**src/ias_pkg.sv**
```systemverilog
// constants, register map and state types for the interrupt acknowledge and
// standby block; assumes an 8-bit cpu register port and a 10 MHz cpu clock
package ias_pkg;

   // -----------------------------------------------------------------------
   // sources and vectors
   // -----------------------------------------------------------------------
   localparam int           NUM_SRC      = 14;
   localparam logic [15:0]  VEC_BASE     = 16'h0006;
   localparam logic [15:0]  VEC_STEP     = 16'h0002;

   // -----------------------------------------------------------------------
   // register addresses on the cpu data bus
   // -----------------------------------------------------------------------
   localparam logic [15:0]  ADDR_REQ_LO  = 16'hffe0;
   localparam logic [15:0]  ADDR_REQ_HI  = 16'hffe1;
   localparam logic [15:0]  ADDR_MASK_LO = 16'hffe4;
   localparam logic [15:0]  ADDR_MASK_HI = 16'hffe5;
   localparam logic [15:0]  ADDR_LS_MODE = 16'hff58;
   localparam logic [15:0]  ADDR_SETTLE  = 16'hfff4;

   // -----------------------------------------------------------------------
   // fields and reset values
   // -----------------------------------------------------------------------
   localparam int           LS_STOP_BIT  = 0;
   localparam int           SETTLE_LSB   = 0;
   localparam logic [13:0]  REQ_RESET    = 14'h0000;
   localparam logic [13:0]  MASK_RESET   = 14'h3fff;
   localparam logic [1:0]   SETTLE_RESET = 2'h3;
   localparam logic         LS_STOP_RST  = 1'b0;
   localparam logic         IE_RESET     = 1'b0;

   // -----------------------------------------------------------------------
   // timing counts, in clocks of the clock that paces them
   // -----------------------------------------------------------------------
   localparam int           SETTLE_CYC_0 = 1024;
   localparam int           SETTLE_CYC_1 = 4096;
   localparam int           SETTLE_CYC_2 = 32768;
   localparam int           SETTLE_CYC_3 = 131072;
   localparam logic [3:0]   LS_STALL_TICKS = 4'h8;

   // -----------------------------------------------------------------------
   // state types
   // -----------------------------------------------------------------------
   typedef enum logic [1:0] {
      ACK_IDLE = 2'b00,
      ACK_PSW  = 2'b01,
      ACK_PC   = 2'b10,
      ACK_LOAD = 2'b11
   } ias_ack_state_t;

   typedef enum logic [2:0] {
      SBY_RUN    = 3'b000,
      SBY_HALT   = 3'b001,
      SBY_STOP   = 3'b010,
      SBY_OSCW   = 3'b011,
      SBY_SETTLE = 3'b100,
      SBY_LSTALL = 3'b101
   } ias_sby_state_t;

endpackage : ias_pkg

```
**src/ias_interrupt_ack_standby.sv**
```systemverilog
// maskable interrupt acknowledge and standby control for a small cpu core
// assumes the cpu sequencer flags the last clock of each instruction and
// performs the stack pushes and pc load on the strobes given here
`timescale 1ns/1ns
module ias_interrupt_ack_standby #(
   parameter int SETTLE_CYC_0 = ias_pkg::SETTLE_CYC_0,
   parameter int SETTLE_CYC_1 = ias_pkg::SETTLE_CYC_1,
   parameter int SETTLE_CYC_2 = ias_pkg::SETTLE_CYC_2,
   parameter int SETTLE_CYC_3 = ias_pkg::SETTLE_CYC_3
) (
   input  wire logic        clk,
   input  wire logic        srst,
   input  wire logic [13:0] srcEvent,
   input  wire logic [15:0] regAddr,
   input  wire logic        regWrEn,
   input  wire logic        regRdEn,
   input  wire logic [7:0]  regWrData,
   output logic      [7:0]  regRdData,
   input  wire logic        instrEnd,
   input  wire logic        ieWrEn,
   input  wire logic        ieWrVal,
   output logic             ieFlag,
   output logic             ackStart,
   output logic             pushPswStb,
   output logic             pushPcStb,
   output logic             loadPcStb,
   output logic      [15:0] vectorAddr,
   input  wire logic        haltReq,
   input  wire logic        stopReq,
   input  wire logic        sysClkResonator,
   input  wire logic        oscRunning,
   input  wire logic        lowOscTick,
   input  wire logic        optLowOscStoppable,
   output logic             cpuClkStop,
   output logic             sysOscStop,
   output logic             lowOscRun,
   output logic             cpuStall,
   output logic             standbyWake
);

   // -----------------------------------------------------------------------
   // functions
   // -----------------------------------------------------------------------
   function automatic logic hit(input logic [15:0] a, input logic [15:0] b);
      return a == b;
   endfunction : hit

   function automatic logic [17:0] settleLen(input logic [1:0] code);
      unique case (code)
         2'h0:    settleLen = 18'(SETTLE_CYC_0);
         2'h1:    settleLen = 18'(SETTLE_CYC_1);
         2'h2:    settleLen = 18'(SETTLE_CYC_2);
         2'h3:    settleLen = 18'(SETTLE_CYC_3);
      endcase
   endfunction : settleLen

   // -----------------------------------------------------------------------
   // declarations
   // -----------------------------------------------------------------------
   logic [13:0]              reqFlags_r;
   logic [13:0]              reqFlags_nxt;
   logic [13:0]              maskFlags_r;
   logic [1:0]               settleSel_r;
   logic                     lsStop_r;
   logic                     ie_r;
   logic [13:0]              ackable;
   logic [13:0]              ackableDly_r;
   logic                     holdOff_r;
   logic                     flagAccess;
   logic                     pickValid;
   logic [3:0]               pickIdx;
   logic [13:0]              pickOneHot;
   logic                     grant;
   logic [3:0]               grantIdx_r;
   ias_pkg::ias_ack_state_t  ackState_r;
   ias_pkg::ias_sby_state_t  sbyState_r;
   logic                     wake;
   logic                     lowOscRun_r;
   logic [3:0]               lsTickCnt_r;
   logic                     settleStart;
   logic                     settleBusy;
   logic                     settleDone;

   // -----------------------------------------------------------------------
   // request and mask flags
   // -----------------------------------------------------------------------
   assign ackable = reqFlags_r & ~maskFlags_r;
   assign wake    = |ackable;
   assign flagAccess = (regWrEn || regRdEn) &&
                       (hit(regAddr, ias_pkg::ADDR_REQ_LO) ||
                        hit(regAddr, ias_pkg::ADDR_REQ_HI) ||
                        hit(regAddr, ias_pkg::ADDR_MASK_LO) ||
                        hit(regAddr, ias_pkg::ADDR_MASK_HI));

   always_comb begin
      reqFlags_nxt = reqFlags_r;
      if (regWrEn && hit(regAddr, ias_pkg::ADDR_REQ_LO)) begin
         reqFlags_nxt[7:0] = regWrData;
      end
      if (regWrEn && hit(regAddr, ias_pkg::ADDR_REQ_HI)) begin
         reqFlags_nxt[13:8] = regWrData[5:0];
      end
      if (grant) begin
         reqFlags_nxt = reqFlags_nxt & ~pickOneHot;
      end
      // a new event wins over any clear in the same cycle
      reqFlags_nxt = reqFlags_nxt | srcEvent;
   end

   always_ff @(posedge clk) begin
      if (srst) begin
         reqFlags_r <= ias_pkg::REQ_RESET;
      end else begin
         reqFlags_r <= reqFlags_nxt;
      end
   end

   always_ff @(posedge clk) begin
      if (srst) begin
         maskFlags_r <= ias_pkg::MASK_RESET;
      end else if (regWrEn && hit(regAddr, ias_pkg::ADDR_MASK_LO)) begin
         maskFlags_r[7:0] <= regWrData;
      end else if (regWrEn && hit(regAddr, ias_pkg::ADDR_MASK_HI)) begin
         maskFlags_r[13:8] <= regWrData[5:0];
      end
   end

   // -----------------------------------------------------------------------
   // standby configuration registers
   // -----------------------------------------------------------------------
   always_ff @(posedge clk) begin
      if (srst) begin
         settleSel_r <= ias_pkg::SETTLE_RESET;
         lsStop_r    <= ias_pkg::LS_STOP_RST;
      end else if (regWrEn && hit(regAddr, ias_pkg::ADDR_SETTLE)) begin
         settleSel_r <= regWrData[ias_pkg::SETTLE_LSB +: 2];
      end else if (regWrEn && hit(regAddr, ias_pkg::ADDR_LS_MODE)) begin
         lsStop_r    <= regWrData[ias_pkg::LS_STOP_BIT];
      end
   end

   always_ff @(posedge clk) begin
      if (srst) begin
         regRdData <= 8'h00;
      end else if (regRdEn) begin
         if (hit(regAddr, ias_pkg::ADDR_REQ_LO)) begin
            regRdData <= reqFlags_r[7:0];
         end else if (hit(regAddr, ias_pkg::ADDR_REQ_HI)) begin
            regRdData <= {2'h0, reqFlags_r[13:8]};
         end else if (hit(regAddr, ias_pkg::ADDR_MASK_LO)) begin
            regRdData <= maskFlags_r[7:0];
         end else if (hit(regAddr, ias_pkg::ADDR_MASK_HI)) begin
            regRdData <= {2'h3, maskFlags_r[13:8]};
         end else if (hit(regAddr, ias_pkg::ADDR_SETTLE)) begin
            regRdData <= {6'h00, settleSel_r};
         end else if (hit(regAddr, ias_pkg::ADDR_LS_MODE)) begin
            regRdData <= {7'h00, lsStop_r};
         end else begin
            regRdData <= 8'h00;
         end
      end
   end

   // -----------------------------------------------------------------------
   // acknowledge decision
   // -----------------------------------------------------------------------
   // the one-cycle delay makes a flag set in the last clock miss this
   // instruction end and be taken at the following one
   always_ff @(posedge clk) begin
      if (srst) begin
         ackableDly_r <= 14'h0000;
      end else begin
         ackableDly_r <= ackable & ~(pickOneHot & {14{grant}});
      end
   end

   always_ff @(posedge clk) begin
      if (srst) begin
         holdOff_r <= 1'b0;
      end else if (flagAccess) begin
         holdOff_r <= 1'b1;
      end else if (instrEnd) begin
         holdOff_r <= 1'b0;
      end
   end

   ias_prio_pick u_pick (
      .req    (ackableDly_r & ackable),
      .valid  (pickValid),
      .idx    (pickIdx),
      .oneHot (pickOneHot)
   );

   // only at an instruction boundary, with enable set and no access hold
   assign grant = instrEnd && pickValid && ie_r && !holdOff_r && !flagAccess &&
                  (ackState_r == ias_pkg::ACK_IDLE) &&
                  (sbyState_r == ias_pkg::SBY_RUN);

   always_ff @(posedge clk) begin
      if (srst) begin
         ie_r <= ias_pkg::IE_RESET;
      end else if (grant) begin
         ie_r <= 1'b0;
      end else if (ieWrEn) begin
         ie_r <= ieWrVal;
      end
   end

   // -----------------------------------------------------------------------
   // entry sequence: status word, pc, vector load
   // -----------------------------------------------------------------------
   always_ff @(posedge clk) begin
      if (srst) begin
         ackState_r <= ias_pkg::ACK_IDLE;
         grantIdx_r <= 4'h0;
      end else begin
         unique case (ackState_r)
            ias_pkg::ACK_IDLE: begin
               if (grant) begin
                  ackState_r <= ias_pkg::ACK_PSW;
                  grantIdx_r <= pickIdx;
               end
            end
            ias_pkg::ACK_PSW:  ackState_r <= ias_pkg::ACK_PC;
            ias_pkg::ACK_PC:   ackState_r <= ias_pkg::ACK_LOAD;
            ias_pkg::ACK_LOAD: ackState_r <= ias_pkg::ACK_IDLE;
         endcase
      end
   end

   always_ff @(posedge clk) begin
      if (srst) begin
         vectorAddr <= 16'h0000;
      end else if (grant) begin
         vectorAddr <= ias_pkg::VEC_BASE + 16'(pickIdx) * ias_pkg::VEC_STEP;
      end
   end

   assign ackStart   = grant;
   assign pushPswStb = (ackState_r == ias_pkg::ACK_PSW);
   assign pushPcStb  = (ackState_r == ias_pkg::ACK_PC);
   assign loadPcStb  = (ackState_r == ias_pkg::ACK_LOAD);
   assign ieFlag     = ie_r;

   // -----------------------------------------------------------------------
   // standby control
   // -----------------------------------------------------------------------
   // registers are never touched on entry or exit, so state survives
   assign settleStart = (sbyState_r == ias_pkg::SBY_OSCW) && oscRunning &&
                        sysClkResonator;

   always_ff @(posedge clk) begin
      if (srst) begin
         sbyState_r <= ias_pkg::SBY_RUN;
      end else begin
         unique case (sbyState_r)
            ias_pkg::SBY_RUN: begin
               if (stopReq) begin
                  sbyState_r <= ias_pkg::SBY_STOP;
               end else if (haltReq) begin
                  sbyState_r <= ias_pkg::SBY_HALT;
               end
            end
            ias_pkg::SBY_HALT: begin
               if (wake) begin
                  sbyState_r <= ias_pkg::SBY_RUN;
               end
            end
            ias_pkg::SBY_STOP: begin
               if (wake) begin
                  sbyState_r <= ias_pkg::SBY_OSCW;
               end
            end
            ias_pkg::SBY_OSCW: begin
               // time before the oscillator restarts is not counted
               if (oscRunning) begin
                  sbyState_r <= sysClkResonator ? ias_pkg::SBY_SETTLE
                                                : ias_pkg::SBY_LSTALL;
               end
            end
            ias_pkg::SBY_SETTLE: begin
               if (settleDone) begin
                  sbyState_r <= ias_pkg::SBY_LSTALL;
               end
            end
            ias_pkg::SBY_LSTALL: begin
               if (lowOscTick && lsTickCnt_r == ias_pkg::LS_STALL_TICKS - 4'h1) begin
                  sbyState_r <= ias_pkg::SBY_RUN;
               end
            end
            default: sbyState_r <= ias_pkg::SBY_RUN;
         endcase
      end
   end

   always_ff @(posedge clk) begin
      if (srst) begin
         lsTickCnt_r <= 4'h0;
      end else if (sbyState_r != ias_pkg::SBY_LSTALL) begin
         lsTickCnt_r <= 4'h0;
      end else if (lowOscTick) begin
         lsTickCnt_r <= lsTickCnt_r + 4'h1;
      end
   end

   ias_settle_timer u_settle (
      .clk    (clk),
      .srst   (srst),
      .start  (settleStart),
      .length (settleLen(settleSel_r)),
      .busy   (settleBusy),
      .done   (settleDone)
   );

   // the stop bit is frozen out while the system oscillator is off
   always_ff @(posedge clk) begin
      if (srst) begin
         lowOscRun_r <= 1'b1;
      end else if (sbyState_r != ias_pkg::SBY_STOP) begin
         lowOscRun_r <= !(optLowOscStoppable && lsStop_r);
      end
   end

   assign cpuClkStop  = (sbyState_r != ias_pkg::SBY_RUN);
   assign sysOscStop  = (sbyState_r == ias_pkg::SBY_STOP);
   assign cpuStall    = (sbyState_r != ias_pkg::SBY_RUN) ||
                        (ackState_r != ias_pkg::ACK_IDLE);
   assign lowOscRun   = lowOscRun_r;
   assign standbyWake = wake;

   // -----------------------------------------------------------------------
   // assertions
   // -----------------------------------------------------------------------
   grant_unmasked_a: assert property (@(posedge clk) disable iff (srst)
      grant |-> ie_r && ackable[pickIdx])
      else $error("grant without enabled unmasked request");

   grant_priority_a: assert property (@(posedge clk) disable iff (srst)
      grant |-> ((ackableDly_r & ackable & (pickOneHot - 14'h0001)) == 14'h0000))
      else $error("lower priority source granted first");

   entry_order_a: assert property (@(posedge clk) disable iff (srst)
      grant |=> pushPswStb && !ie_r ##1 pushPcStb ##1 loadPcStb)
      else $error("entry push order wrong");

   flag_cleared_a: assert property (@(posedge clk) disable iff (srst)
      grant && !srcEvent[pickIdx] |=> !reqFlags_r[grantIdx_r])
      else $error("granted flag not cleared");

   access_hold_a: assert property (@(posedge clk) disable iff (srst)
      flagAccess |=> !grant)
      else $error("grant right after flag register access");

   halt_clock_a: assert property (@(posedge clk) disable iff (srst)
      $rose(sbyState_r == ias_pkg::SBY_HALT) |-> cpuClkStop && !sysOscStop)
      else $error("halt state clocks wrong");

   stop_wake_a: assert property (@(posedge clk) disable iff (srst)
      sbyState_r == ias_pkg::SBY_STOP && wake |=> sysOscStop == 1'b0 && cpuClkStop)
      else $error("stop release not stalled");

   halt_wake_a: assert property (@(posedge clk) disable iff (srst)
      sbyState_r == ias_pkg::SBY_HALT && wake |=> !cpuClkStop)
      else $error("halt not released by request");

   lowosc_hold_a: assert property (@(posedge clk) disable iff (srst)
      sbyState_r == ias_pkg::SBY_STOP && lowOscRun |=> lowOscRun)
      else $error("slow oscillator stopped in stop state");

   settle_start_a: assert property (@(posedge clk) disable iff (srst)
      settleStart |-> oscRunning ##1 settleBusy)
      else $error("settle count started without oscillator");

endmodule : ias_interrupt_ack_standby

```
**src/ias_prio_pick.sv**
```systemverilog
// fixed-priority picker over the acknowledgeable sources
// assumes bit 0 is the highest priority source
`timescale 1ns/1ns
module ias_prio_pick (
   input  wire logic [13:0] req,
   output logic             valid,
   output logic [3:0]       idx,
   output logic [13:0]      oneHot
);

   always_comb begin
      valid  = 1'b0;
      idx    = 4'h0;
      oneHot = 14'h0000;
      for (int i = ias_pkg::NUM_SRC - 1; i >= 0; i--) begin
         if (req[i]) begin
            valid  = 1'b1;
            idx    = 4'(i);
            oneHot = 14'h0001 << i;
         end
      end
   end

endmodule : ias_prio_pick

```
**src/ias_settle_timer.sv**
```systemverilog
// down-counter for the oscillator settle wait
// assumes start is a one-cycle pulse and length is at least one
`timescale 1ns/1ns
module ias_settle_timer (
   input  wire logic        clk,
   input  wire logic        srst,
   input  wire logic        start,
   input  wire logic [17:0] length,
   output logic             busy,
   output logic             done
);

   logic [17:0] count_r;
   logic        busy_r;

   always_ff @(posedge clk) begin
      if (srst) begin
         count_r <= 18'h00000;
         busy_r  <= 1'b0;
      end else if (start) begin
         count_r <= length - 18'h00001;
         busy_r  <= 1'b1;
      end else if (busy_r) begin
         if (count_r == 18'h00000) begin
            busy_r <= 1'b0;
         end else begin
            count_r <= count_r - 18'h00001;
         end
      end
   end

   assign busy = busy_r;
   assign done = busy_r && (count_r == 18'h00000);

endmodule : ias_settle_timer

```
**config.mk**
```make
export PLATFORM = sky130hd
export DESIGN_NAME = ias_interrupt_ack_standby
export DESIGN_NICKNAME = d
export VERILOG_FILES = /design/src/ias_pkg.sv /design/src/ias_interrupt_ack_standby.sv /design/src/ias_prio_pick.sv /design/src/ias_settle_timer.sv
export SDC_FILE = /design/constraint.sdc
export NUM_CORES = 1
export LEC_CHECK = 0
export BUFFER_PORTS_ARGS = -buffer_cell sky130_fd_sc_hd__buf_2
export CORE_MARGIN = 2
export CORE_UTILIZATION = 55
export CTS_CLUSTER_DIAMETER = 120
export CTS_CLUSTER_SIZE = 16
export DETAILED_ROUTE_END_ITERATION = 10
export PLACE_DENSITY = 0.83
export SYNTH_ARGS = -nofsm -noshare
export SYNTH_HDL_FRONTEND = slang
export SYNTH_SLANG_ARGS = --single-unit
```
**constraint.sdc**
```tcl
create_clock -name clk -period 3.1 [get_ports clk]
set_clock_uncertainty 0.2 [all_clocks]
set_input_delay 0.155 -clock clk [delete_from_list [all_inputs] [get_ports clk]]
set_output_delay 0.155 -clock clk [all_outputs]
set_load 0.01 [all_outputs]
```
==> impl_metrics.csv <==
group,metric,value,unit
place,routabilityCongestion,0.967,
critical_path,crit_required,3.17,ns
clock_network,clk_latency,0.36,ns
cells_and_area,drive_above_1_share,18.1,%
clock_network,cts_root_buf,"clkbuf_8",
critical_path,arrival,2.99,ns
logic_synthesis,synth_top_flop_cell,"dfxtp_1",
global_route,antenna_found_initial,0,
timing,maxSlewHeadroom,45.2,%
place,port_buffers,73,
logic_synthesis,ys_top_cells_by_count,"89 x dfxtp_1, 51 x nand2_1, 47 x a21oi_1",
cells_and_area,final_nets,730,
timing,hold_viol,0,
timing,layout_setup_ws,0.174,ns
cells_and_area,antenna_cells,0,
route,ant_nets,0,
floorplan,die_w,98.0,um
logic_synthesis,ys_seq_area_share,36.7,%
logic_synthesis,synth-seq-cells,89,
floorplan,io_pins,85,
route,via_per_inst,6.14,
status,outcome,"complete, no violations",
power_and_ir_drop,totalPowerFinal,2.44,mW
timing,final-setup-viol-count,0,
global_route,grt.overflow.total,0,
logic_synthesis,synth_top_area_share,36.7,%
clock_network,cts_buffers,9,
timing,min_period_over_period,94.4,%
global_route,grt_max_degree,51,
global_route,grt_pass1_wl,22400,um
timing,fin_crit,2.93,ns
power_and_ir_drop,vdd_drop_max,0.246,mV
logic_synthesis,ys_warn_count,0,
min_path,hold_path_class,"in -> reg",
logic_synthesis,netlist_instances,574,
timing,rsz0062_at_grt,"no",
critical_path,cp-start-kind,"register",
floorplan,die_h,98.0,um
cells_and_area,final_util,66.9,%
timing,slew_viol_final,0,
floorplan,rows,34,
critical_path,reg2reg_from,"u_settle.count_r[3]$_SDFFE_PP0P_",
route,routed_wl,13700,um
logic_synthesis,synth_edf_count,0,
floorplan,initial_core_util,56.2,%
place,post-place-ws,-0.0757,ns
logic_synthesis,avgSynthCellArea,8.46,sq um
clock_network,path_clk_slew,0.08,ns
logic_synthesis,synth_area_leader_cell,"dfxtp_1",
global_route,grt.total_usage,28.5,%
clock_network,cts_buffer_depth,2,
route,firstDrtPassIters,5,
clock_network,cts_tree,"built",
floorplan,dieArea,0.00959,sq mm
timing,max_clock_freq,0.342,GHz
timing,tightest_slew,0.816,ns
logic_synthesis,synth.most_common_cell,"dfxtp_1",
logic_synthesis,ys_types,68,
min_path,hp-start,"regRdEn",
route,num_vias,4793,
logic_synthesis,ys_top_cells_by_area,"dfxtp_1 37%, mux2i_1 6.6%, a21oi_1 4.8%",
critical_path,cp_max_fo,14,
cells_and_area,area_growth,19.0,%
job,max_cap_viol_count,0,
route,drt-initial-drc-count,314,
place,dp_hpwl,9610,um
timing,holdWs,0.0194,ns
global_route,first_global_vias,4618,
critical_path,crit_start,"u_settle.count_r[3]$_SDFFE_PP0P_",
logic_synthesis,async_reset_ff_share,0,%
critical_path,end_kind,"register",
power_and_ir_drop,powerDensity,423,mW/mm^2
timing,fin_tns_setup,0,ns
clock_network,cts.sinks,89,
clock_network,h-tree-depth,3,
route,wl_per_cell,17.5,um
power_and_ir_drop,leakage,2.54,nW
floorplan,core_area,0.00864,sq mm
logic_synthesis,synth_area,0.00485,sq mm
route,remaining_drc_errors,0,
critical_path,critPathKind,"reg -> reg",
where the power goes:
| part | switching, mW | internal [mW] | leakage, nW | total [mW] |
|---|---|---|---|---|
| Clock | 0.382 | 0.300 | 0.0782 | 0.682 |
| Sequential | 0.0564 | 1.18 | 0.723 | 1.24 |
| Combinational | 0.288 | 0.232 | 1.74 | 0.520 |
| Total | 0.726 | 1.72 | 2.54 | 2.44 |
critical path, stage by stage, from the launching register on:
cell	delay, ns
dfxtp_1	0.37
or4_1	0.66
or4_4	0.64
o21ai_2	0.47
nor2_1	0.12
xnor2_1	0.14
a211oi_1	0.23
cells by family (layout without fill, tap and decap cells):
kind of cell             count (synthesis)  count (layout)  share of synthesized area [%]
flip-flops                              89              89                           36.7
multiplexers                            35              35                           7.29
buffers and inverters                   57             146                           5.67
AND/OR/NAND/NOR                        230             230                           26.2
AO/OA/AOI/OAI                          143             143                           20.1
adder cells (fa/ha/maj)                  8               8                           2.06
other                                    1              11                         0.0772
XOR/XNOR                                11              11                           1.98
area by class of cell:
class / count / area [sq um]
flip-flops and latches: 89 / 1780
multi-input cells: 438 / 2870
repair buffers: 119 / 786
inverters: 14 / 52.6
well taps: 108 / 135
fillers: 744 / 2860
clock buffers: 12 / 145
clock inverters: 1 / 5.00
sequential cells by signal, summed over array words and instances (netlist names), 3 cells and up:
name	count
ackableDly_r	14
lsTickCnt_r	4
maskFlags_r	14
regRdData	8
reqFlags_r	14
sbyState_r	3
u_settle.count_r	18
vectorAddr	5
cell usage in the layout (no fill, tap or decap), types with 16 or more instances in the layout:
cell / Yosys / layout
dfxtp_1: 89 / 89
buf_2: 4 / 73
nand2_1: 51 / 51
a21oi_1: 47 / 47
nor2_1: 44 / 44
mux2i_1: 32 / 32
dlygate4sd3_1: 0 / 30
nand2b_1: 21 / 21
o21ai_0: 17 / 17
buf_4: 11 / 16
final timing paths:
| check | slack, ns | cells past startpoint | to |
|---|---|---|---|
| setup / recovery | 0.17 | 6 | u_settle.count_r[11]$_SDFFE_PP0P_ |
| hold / removal | 0.02 | 3 | regRdData[1]$_SDFFE_PP0P_ |
| setup reg to reg | 0.17 | 6 | u_settle.count_r[11]$_SDFFE_PP0P_ |
| hold reg to reg | 0.25 | 1 | ackableDly_r[4]$_SDFF_PP0_ |
what timing repair did:
action / CTS / global route
gates resized for setup: 3 / 1
endpoints found under the setup margin: 6 / 1
hold buffers: 30 / 0
setup buffers: 0 / 3
endpoints found under the hold margin: 39 / 0
metrics by stage:
step                      instances  area [sq um]
after global routing            781          5780
after detailed placement        735          5280
after floorplan                 584          4890
after CTS                       778          5750
final                           781          5780
after global placement          735          5280
metal layers:
layer	vias up	track usage [%]	routed length, um
met1	2256	37.2	5880
li1	2289	-	-
met2	218	47.6	6550
met3	30	5.01	988
met5	-	0	0
met4	0	10.3	260
No activity file was read; power rests on OpenSTA's default activity.
